===== src/verilog/amf_pkg.sv =====
// Constants shared by the ASCII message framer
`default_nettype none
package amf_pkg;
  // Clock and indicator timing
  localparam int CLK_HZ        = 25_000_000;
  localparam int TERM_HOLD_MS  = 500;
  localparam int TERM_HOLD_CYC = CLK_HZ / 1000 * TERM_HOLD_MS;
  localparam int RX_HOLD_MS    = 20;
  localparam int RX_HOLD_CYC   = CLK_HZ / 1000 * RX_HOLD_MS;
  localparam int HOLD_W        = 24;

  // Message and pattern geometry
  localparam int MSG_MAX  = 8;
  localparam int LEN_W    = 4;
  localparam int NPAT     = 4;
  localparam logic [7:0] WILDCARD = 8'h2a;

  // Register byte offsets
  localparam int ADDR_W = 8;
  localparam logic [7:0] A_CTRL = 8'h00;
  localparam logic [7:0] A_STAT = 8'h04;
  localparam logic [7:0] A_CLR  = 8'h08;
  localparam logic [7:0] A_IEN  = 8'h0c;
  localparam logic [7:0] A_ACC  = 8'h10;
  localparam logic [7:0] A_TRM  = 8'h30;
  localparam logic [7:0] A_PAT  = 8'h50;
  localparam logic [7:0] A_PLEN = 8'h70;
  localparam logic [7:0] A_SIG  = 8'h74;
  localparam logic [7:0] A_LEN  = 8'h78;
  localparam int TBL_WORDS = 8;

  // Control fields and reset value
  localparam int CTRL_EIGHT = 0;
  localparam int CTRL_EN    = 1;
  localparam logic [1:0] CTRL_RST = 2'h3;

  // Event bits of status, clear and enable
  localparam int EV_RX   = 0;
  localparam int EV_TERM = 1;
  localparam int EV_PAT  = 2;
  localparam int EV_OVF  = 3;
  localparam int EV_N    = 4;

  // Bus responses
  localparam logic [1:0] RESP_OK  = 2'h0;
  localparam logic [1:0] RESP_ERR = 2'h2;
endpackage : amf_pkg
`default_nettype wire


===== src/verilog/amf_matcher.sv =====
// One data-path pattern comparator for a closed message
`timescale 1ns/1ps
`default_nettype none
module amf_matcher #(
  parameter int MSG_MAX = amf_pkg::MSG_MAX,
  parameter int LEN_W   = amf_pkg::LEN_W
) (
  // Clock and reset
  input  wire logic                   aclk,
  input  wire logic                   aresetn,
  // Closed message
  input  wire logic                   eval,
  input  wire logic [8*MSG_MAX-1:0]   msg,
  input  wire logic [LEN_W-1:0]       msg_len,
  // Pattern
  input  wire logic [8*MSG_MAX-1:0]   pat,
  input  wire logic [LEN_W-1:0]       pat_len,
  // Result
  output logic                        hit_q,
  output logic                        done_q
);
  logic eq;
  logic wild;

  always_comb begin
    eq = (msg_len == pat_len);
    for (int i = 0; i < MSG_MAX; i++) begin
      if (i < int'(msg_len) && msg[8*i +: 8] != pat[8*i +: 8]) begin
        eq = 1'b0;
      end
    end
  end

  // Lone wildcard takes every message
  assign wild = (pat_len == LEN_W'(1)) && (pat[7:0] == amf_pkg::WILDCARD);

  always_ff @(posedge aclk) begin
    if (!aresetn) begin
      hit_q  <= 1'b0;
      done_q <= 1'b0;
    end else begin
      done_q <= eval;
      // Zero length disables the path
      hit_q  <= eval && (pat_len != '0) && (wild || eq);
    end
  end
endmodule : amf_matcher
`default_nettype wire


===== src/verilog/amf_framer.sv =====
// Receive framer for one serial data port with AXI4-Lite registers
//
// The AXI4-Lite register port and the address map are this design's own decisions.
`timescale 1ns/1ps
`default_nettype none
module amf_framer #(
  parameter int TERM_HOLD_CYC = amf_pkg::TERM_HOLD_CYC,
  parameter int RX_HOLD_CYC   = amf_pkg::RX_HOLD_CYC
) (
  // Clock and reset
  input  wire logic                        aclk,
  input  wire logic                        aresetn,
  // AXI4-Lite write
  input  wire logic [amf_pkg::ADDR_W-1:0]  awaddr,
  input  wire logic                        awvalid,
  output logic                             awready,
  input  wire logic [31:0]                 wdata,
  input  wire logic [3:0]                  wstrb,
  input  wire logic                        wvalid,
  output logic                             wready,
  output logic [1:0]                       bresp,
  output logic                             bvalid,
  input  wire logic                        bready,
  // AXI4-Lite read
  input  wire logic [amf_pkg::ADDR_W-1:0]  araddr,
  input  wire logic                        arvalid,
  output logic                             arready,
  output logic [31:0]                      rdata,
  output logic [1:0]                       rresp,
  output logic                             rvalid,
  input  wire logic                        rready,
  // Received characters
  input  wire logic                        rx_valid,
  input  wire logic [7:0]                  rx_data,
  // Indicators and interrupt
  output logic                             rx_led,
  output logic                             term_led,
  output logic                             pattern_led,
  output logic                             irq
);
  localparam int MM = amf_pkg::MSG_MAX;
  localparam int LW = amf_pkg::LEN_W;
  localparam int NP = amf_pkg::NPAT;
  localparam int NE = amf_pkg::EV_N;
  localparam int HW = amf_pkg::HOLD_W;

  // Register state
  logic [1:0]         ctrl_q;
  logic [NE-1:0]      sts_q;
  logic [NE-1:0]      ien_q;
  logic [31:0]        acc_q  [amf_pkg::TBL_WORDS];
  logic [31:0]        trm_q  [amf_pkg::TBL_WORDS];
  logic [31:0]        pat_q  [2*NP];
  logic [4*NP-1:0]    plen_q;
  logic [NP-1:0]      sig_q;

  // Bus state
  logic [7:0]         aw_addr_q;
  logic [31:0]        w_data_q;
  logic [3:0]         w_strb_q;
  logic               aw_have_q;
  logic               w_have_q;
  logic               wr_go;
  logic [5:0]         wi;
  logic [5:0]         ri;
  logic [5:0]         rt;
  logic [31:0]        plen_m;

  // Framing state
  logic [7:0]         msg_q     [MM];
  logic [7:0]         msg_d     [MM];
  logic [LW-1:0]      cnt_q;
  logic [LW-1:0]      cnt_d;
  logic [8*MM-1:0]    closed_q;
  logic [LW-1:0]      closed_len_q;
  logic               eval_q;
  logic [7:0]         ch;
  logic               acc;
  logic               trm;
  logic               take;
  logic               close;
  logic               room;
  logic [NE-1:0]      ev;
  logic [NE-1:0]      clr;
  logic [NP-1:0]      hit;
  logic [NP-1:0]      done;
  logic               pat_ev;

  // Indicator state
  logic [2:0]         ind_ev;
  logic [2:0]         ind_q;
  logic [HW-1:0]      hold_q [3];

  function automatic logic [31:0] merge(input logic [31:0] old, input logic [31:0] nw,
                                        input logic [3:0] be);
    logic [31:0] r;
    r = old;
    for (int b = 0; b < 4; b++) begin
      if (be[b]) begin
        r[8*b +: 8] = nw[8*b +: 8];
      end
    end
    return r;
  endfunction : merge

  // Write channel: address and data taken in either order
  assign wr_go = aw_have_q && w_have_q && !bvalid;
  assign wi    = aw_addr_q[7:2];
  assign ri    = araddr[7:2];
  // Tables sit eight words apart, so one offset indexes all three
  assign rt    = ri - amf_pkg::A_ACC[7:2];
  assign plen_m = merge({16'h0000, plen_q}, w_data_q, w_strb_q);

  always_ff @(posedge aclk) begin
    if (!aresetn) begin
      awready   <= 1'b1;
      wready    <= 1'b1;
      aw_have_q <= 1'b0;
      w_have_q  <= 1'b0;
      aw_addr_q <= 8'h00;
      w_data_q  <= 32'h0000_0000;
      w_strb_q  <= 4'h0;
      bvalid    <= 1'b0;
      bresp     <= amf_pkg::RESP_OK;
    end else begin
      if (awvalid && awready) begin
        aw_addr_q <= awaddr;
        aw_have_q <= 1'b1;
        awready   <= 1'b0;
      end
      if (wvalid && wready) begin
        w_data_q <= wdata;
        w_strb_q <= wstrb;
        w_have_q <= 1'b1;
        wready   <= 1'b0;
      end
      if (wr_go) begin
        aw_have_q <= 1'b0;
        w_have_q  <= 1'b0;
        bvalid    <= 1'b1;
        bresp     <= (wi > amf_pkg::A_LEN[7:2]) ? amf_pkg::RESP_ERR : amf_pkg::RESP_OK;
      end
      if (bvalid && bready) begin
        bvalid  <= 1'b0;
        awready <= 1'b1;
        wready  <= 1'b1;
      end
    end
  end

  // Writable registers; status, signalling and length are read only
  always_ff @(posedge aclk) begin
    if (!aresetn) begin
      ctrl_q <= amf_pkg::CTRL_RST;
      ien_q  <= '0;
      plen_q <= '0;
      for (int i = 0; i < amf_pkg::TBL_WORDS; i++) begin
        acc_q[i] <= 32'h0000_0000;
        trm_q[i] <= 32'h0000_0000;
        pat_q[i] <= 32'h0000_0000;
      end
    end else if (wr_go) begin
      if (aw_addr_q == amf_pkg::A_CTRL && w_strb_q[0]) begin
        ctrl_q <= w_data_q[1:0];
      end
      if (aw_addr_q == amf_pkg::A_IEN && w_strb_q[0]) begin
        ien_q <= w_data_q[NE-1:0];
      end
      if (aw_addr_q == amf_pkg::A_PLEN) begin
        plen_q <= plen_m[4*NP-1:0];
      end
      for (int i = 0; i < amf_pkg::TBL_WORDS; i++) begin
        if (wi == amf_pkg::A_ACC[7:2] + 6'(i)) begin
          acc_q[i] <= merge(acc_q[i], w_data_q, w_strb_q);
        end
        if (wi == amf_pkg::A_TRM[7:2] + 6'(i)) begin
          trm_q[i] <= merge(trm_q[i], w_data_q, w_strb_q);
        end
        if (wi == amf_pkg::A_PAT[7:2] + 6'(i)) begin
          pat_q[i] <= merge(pat_q[i], w_data_q, w_strb_q);
        end
      end
    end
  end

  // Clear register is write only, one bit per event
  assign clr = (wr_go && aw_addr_q == amf_pkg::A_CLR && w_strb_q[0]) ?
               w_data_q[NE-1:0] : '0;

  // Read channel: one cycle from address to data
  always_ff @(posedge aclk) begin
    if (!aresetn) begin
      arready <= 1'b1;
      rvalid  <= 1'b0;
      rdata   <= 32'h0000_0000;
      rresp   <= amf_pkg::RESP_OK;
    end else if (arvalid && arready) begin
      arready <= 1'b0;
      rvalid  <= 1'b1;
      rresp   <= amf_pkg::RESP_OK;
      rdata   <= 32'h0000_0000;
      if (ri >= amf_pkg::A_ACC[7:2] && ri < amf_pkg::A_TRM[7:2]) begin
        rdata <= acc_q[rt[2:0]];
      end else if (ri >= amf_pkg::A_TRM[7:2] && ri < amf_pkg::A_PAT[7:2]) begin
        rdata <= trm_q[rt[2:0]];
      end else if (ri >= amf_pkg::A_PAT[7:2] && ri < amf_pkg::A_PLEN[7:2]) begin
        rdata <= pat_q[rt[2:0]];
      end else begin
        unique case (araddr)
          amf_pkg::A_CTRL: rdata <= {30'h0, ctrl_q};
          amf_pkg::A_STAT: rdata <= {{(32-NE){1'b0}}, sts_q};
          amf_pkg::A_CLR:  rdata <= 32'h0000_0000;
          amf_pkg::A_IEN:  rdata <= {{(32-NE){1'b0}}, ien_q};
          amf_pkg::A_PLEN: rdata <= {{(32-4*NP){1'b0}}, plen_q};
          amf_pkg::A_SIG:  rdata <= {{(32-NP){1'b0}}, sig_q};
          amf_pkg::A_LEN:  rdata <= {{(32-LW){1'b0}}, closed_len_q};
          default:         rresp <= amf_pkg::RESP_ERR;
        endcase
      end
    end else if (rvalid && rready) begin
      rvalid  <= 1'b0;
      arready <= 1'b1;
    end
  end

  // Seven-bit mode strips the top bit; eight-bit codes go to the tables whole
  assign ch    = ctrl_q[amf_pkg::CTRL_EIGHT] ? rx_data : {1'b0, rx_data[6:0]};
  assign acc   = acc_q[ch[7:5]][ch[4:0]];
  assign trm   = trm_q[ch[7:5]][ch[4:0]];
  assign take  = rx_valid && ctrl_q[amf_pkg::CTRL_EN];
  assign room  = (cnt_q < LW'(MM));
  // Lone terminator closes nothing unless accepted itself
  assign close = take && trm && (cnt_q != '0 || acc);

  // Only accepted characters are appended
  always_comb begin
    msg_d = msg_q;
    cnt_d = cnt_q;
    if (acc && room) begin
      msg_d[cnt_q[LW-2:0]] = ch;
      cnt_d = cnt_q + LW'(1);
    end
  end

  always_ff @(posedge aclk) begin
    if (!aresetn) begin
      cnt_q        <= '0;
      closed_q     <= '0;
      closed_len_q <= '0;
      eval_q       <= 1'b0;
      for (int i = 0; i < MM; i++) begin
        msg_q[i] <= 8'h00;
      end
    end else begin
      eval_q <= close;
      if (close) begin
        // Buffer empties; later accepted characters open the next message
        cnt_q        <= '0;
        closed_len_q <= cnt_d;
        for (int i = 0; i < MM; i++) begin
          closed_q[8*i +: 8] <= msg_d[i];
        end
      end else if (take) begin
        msg_q <= msg_d;
        cnt_q <= cnt_d;
      end
    end
  end

  // Four data-path comparators
  for (genvar p = 0; p < NP; p++) begin : g_path
    amf_matcher #(
      .MSG_MAX (MM),
      .LEN_W   (LW)
    ) u_match (
      .aclk    (aclk),
      .aresetn (aresetn),
      .eval    (eval_q),
      .msg     (closed_q),
      .msg_len (closed_len_q),
      .pat     ({pat_q[2*p+1], pat_q[2*p]}),
      .pat_len (plen_q[4*p +: 4]),
      .hit_q   (hit[p]),
      .done_q  (done[p])
    );
  end

  assign pat_ev = done[0] && (hit != '0);

  // Each triggered path flips its own signalling bit
  always_ff @(posedge aclk) begin
    if (!aresetn) begin
      sig_q <= '0;
    end else if (done[0]) begin
      sig_q <= sig_q ^ hit;
    end
  end

  // Sticky events; a new event outranks a clear in the same cycle
  assign ev[amf_pkg::EV_RX]   = rx_valid;
  assign ev[amf_pkg::EV_TERM] = close;
  assign ev[amf_pkg::EV_PAT]  = pat_ev;
  assign ev[amf_pkg::EV_OVF]  = take && acc && !room;

  always_ff @(posedge aclk) begin
    if (!aresetn) begin
      sts_q <= '0;
      irq   <= 1'b0;
    end else begin
      sts_q <= (sts_q & ~clr) | ev;
      irq   <= ((sts_q & ~clr | ev) & ien_q) != '0;
    end
  end

  // Indicator stretchers, each reloaded by its event
  assign ind_ev = {pat_ev, close, rx_valid};

  for (genvar k = 0; k < 3; k++) begin : g_ind
    localparam int HOLD = (k == 0) ? RX_HOLD_CYC : TERM_HOLD_CYC;
    always_ff @(posedge aclk) begin
      if (!aresetn) begin
        hold_q[k] <= '0;
        ind_q[k]  <= 1'b0;
      end else if (ind_ev[k]) begin
        hold_q[k] <= HW'(HOLD - 1);
        ind_q[k]  <= 1'b1;
      end else if (hold_q[k] != '0) begin
        hold_q[k] <= hold_q[k] - HW'(1);
        ind_q[k]  <= 1'b1;
      end else begin
        ind_q[k]  <= 1'b0;
      end
    end
  end

  // Flop outputs, renamed only
  assign rx_led      = ind_q[0];
  assign term_led    = ind_q[1];
  assign pattern_led = ind_q[2];
endmodule : amf_framer
`default_nettype wire


===== config.mk =====
export PLATFORM = sky130hd
export DESIGN_NAME = amf_framer
export DESIGN_NICKNAME = d
export VERILOG_FILES = /design/src/verilog/amf_pkg.sv /design/src/verilog/amf_matcher.sv /design/src/verilog/amf_framer.sv
export SDC_FILE = /design/constraint.sdc
export NUM_CORES = 2
export LEC_CHECK = 0
export BUFFER_PORTS_ARGS = -buffer_cell sky130_fd_sc_hd__buf_2
export CORE_MARGIN = 1
export CORE_UTILIZATION = 40
export CTS_BUF_LIST = sky130_fd_sc_hd__clkbuf_4 sky130_fd_sc_hd__clkbuf_8
export CTS_CLUSTER_SIZE = 30
export DETAILED_ROUTE_END_ITERATION = 12
export PLACE_DENSITY = 0.6
export SYNTH_ARGS = -nofsm -noshare
export SYNTH_HDL_FRONTEND = slang
export SYNTH_HIERARCHICAL = 1
export SYNTH_SLANG_ARGS = --single-unit

===== constraint.sdc =====
create_clock -name aclk -period 6 [get_ports aclk]
set_clock_uncertainty 0.1 [all_clocks]
set_input_delay 1.2 -clock aclk [delete_from_list [all_inputs] [get_ports aclk]]
set_output_delay 1.2 -clock aclk [all_outputs]
set_load 0.02 [all_outputs]

==> results by group <==
Placement
  – PortBufs: 110
  – RD Place Congestion: 0.970
  – Dpl hpwl: roughly 130,000 um

STA
  – Final setup fails: 0
  – Final hold vios: 0
  – Slew Viols, Final: 0
  – RSZ-0062 raised after global routing: no
  – Fmax: about 200 MHz
  – Final min period: 4.91 ns
  – Setup tns final: 0 ns
  – Worst Tran Pin Value: about 1.3 ns
  – Fin Hold WS: 0.358 ns
  – Relative slew slack: 0.138
  – Period utilization: 0.819

Critical path
  – Worst reg2reg path depth: 11
  – CP Launch Type: register
  – Setup CP Type: reg2reg
  – Max FO, Critical Path: 24
  – Worst path required time: between 6 and 7 ns
  – CP Capture Type: register
  – Worst EP arrival: between 5 and 6 ns

Job
  – Max-Cap Viols: 0

Hold path
  – Worst hold-check path type: reg2reg
  – Hold depth: 2

Clock tree
  – Max clock buf depth: 3
  – Clk sinks: between 1,000 and 1,500
  – Resized Gates After CTS: 0
  – Post-CTS setup buffer count: 0
  – CTS tree: yes
  – Clk slew on worst S/H paths: around 0.06 ns
  – TritonCTS Buffers: around 190
  – Hold-fix buffers, CTS: 0
  – H-tree depth: 4
  – Root Driver: clkbuf_8
  – Worst skew pair latency: approximately 0.96 ns

Die
  – Die area: approximately 0.14 mm^2
  – Die Ht: ~380 um
  – Starting density of the core: 0.402
  – Core Box Area: 0.141 mm^2
  – Site Rows: roughly 140
  – Die Width: around 380 um
  – Top-level I/O count: around 110

GRT
  – Largest net degree at the start of global routing: around 120
  – Vias in the first global route: about 39,000
  – GRT Overall Usage: 0.255
  – Global route total overflow: 0
  – Initial antenna violation count: 3
  – First-pass GRT wire length: 269,000 um

Power
  – Maximum vdd drop: 0.169 mV
  – Pwr dens: roughly 300 mW/mm^2
  – Leakage: 0.0240 uW

Run status
  – Outcome: complete, no violations

Layout
  – Area growth syn-to-layout: 10.8%
  – Most frequent cells in the layout: 840 x edfxtp_1, 467 x nand2_1, 396 x and3_1, 338 x mux2i_1, 298 x xnor2_1
  – Filler cells: 12,900
  – Commonest non-fill, non-tap cell in the layout: edfxtp_1
  – Layout cell share with drive strength beyond 1: 0.180
  – Final Net Count: 4,797

Logic synthesis
  – Cells after Synth: between 4,000 and 5,000
  – Syn Area/Cell: 12.0 um^2
  – Cell Area, Synth: roughly 0.057 mm^2
  – Ys Warns: 6

Drt
  – Initial DRC count: 4,813
  – Via Count: around 40,000
  – Post-route ant nets: 0
  – WL final: approximately 190,000 um
  – # DRC: 0
  – DRT Pass-1 Iters: 5
  – Average wire per standard cell: 27.3 um
  – Vias/cell: 5.98
[flip-flops by register name, indices dropped and copies added, names as in the netlist, 2 cells and up]
register and cells:
ien_q 4, g_path.u_match/hit_q 4, msg_q 64, closed_len_q 4, hold_q 72, acc_q 256
cnt_q 4, w_strb_q 4, closed_q 64, pat_q 256, sts_q 4, rdata 32
w_data_q 32, ctrl_q 2, aw_addr_q 8, plen_q 16, trm_q 256, sig_q 4
[critical path: stages, from the launching register on]
cell and delay, ns:
dfxtp_1 0.74, nand2_2 0.57, buf_12 0.36, mux4_2 0.24
mux2i_1 0.09, a221oi_1 0.44, a21oi_1 0.21, nand4_1 0.15
buf_4 0.30, nand3_1 0.61, nor2_1 0.69, o221a_2 0.30
[where the power goes]
part,internal [uW],switching (uW)
sequential,8660,540
combinational,991,1470
clock,3780,3270
total,13400,5280
[path summary, 6_finish.rpt]
| path | start | to | slack [ns] |
|---|---|---|---|
| max | ctrl_q[0]$_SDFFE_PN1P_ | closed_q[62]$_SDFFE_PN0P_ | 1.09 |
| min | rdata[0]$_SDFFE_PN0P_ | rdata[0]$_SDFFE_PN0P_ | 0.36 |
| max reg2reg | ctrl_q[0]$_SDFFE_PN1P_ | closed_q[62]$_SDFFE_PN0P_ | 1.09 |
| min reg2reg | rdata[0]$_SDFFE_PN0P_ | rdata[0]$_SDFFE_PN0P_ | 0.36 |
[final cells by class]
| type | instances | area [um^2] | share of cell area |
|---|---|---|---|
| antenna | 2 | 5.00 | 0.0000794 |
| clock buffer | 277 | 3390 | 0.0537 |
| clock inverter | 71 | 492 | 0.00780 |
| inverter | 69 | 267 | 0.00423 |
| multi-input combinational | 3131 | 24400 | 0.388 |
| sequential | 1101 | 30500 | 0.483 |
| tap | 1890 | 2360 | 0.0375 |
| timing repair buffer | 233 | 1650 | 0.0261 |
[stage by stage]
| step | total power (uW) | worst slack [ns] | cells | instance area [um^2] | utilization |
|---|---|---|---|---|---|
| after floorplan | 10900 | 1.14 | 4725 | 56900 | - |
| after global placement | 11700 | 0.543 | 6424 | 59200 | 0.418 |
| after detailed placement | 11800 | 0.547 | 6424 | 59200 | 0.418 |
| after CTS | 18800 | 1.23 | 6772 | 63100 | 0.446 |
| after global routing | 19300 | 1.01 | 6773 | 63100 | 0.446 |
| final | 18700 | 1.09 | 6774 | 63100 | 0.446 |
[per-layer routing]
layer	routed length [um]	GRT usage	vias up	share of wire
li1	-	-	17700	-
met4	6830	0.0996	2	0.037
met2	83000	0.389	2001	0.45
met3	17100	0.0545	342	0.092
met5	9	0	-	0.000049
met1	78100	0.354	20400	0.42
(Power assumes the default switching activity.)
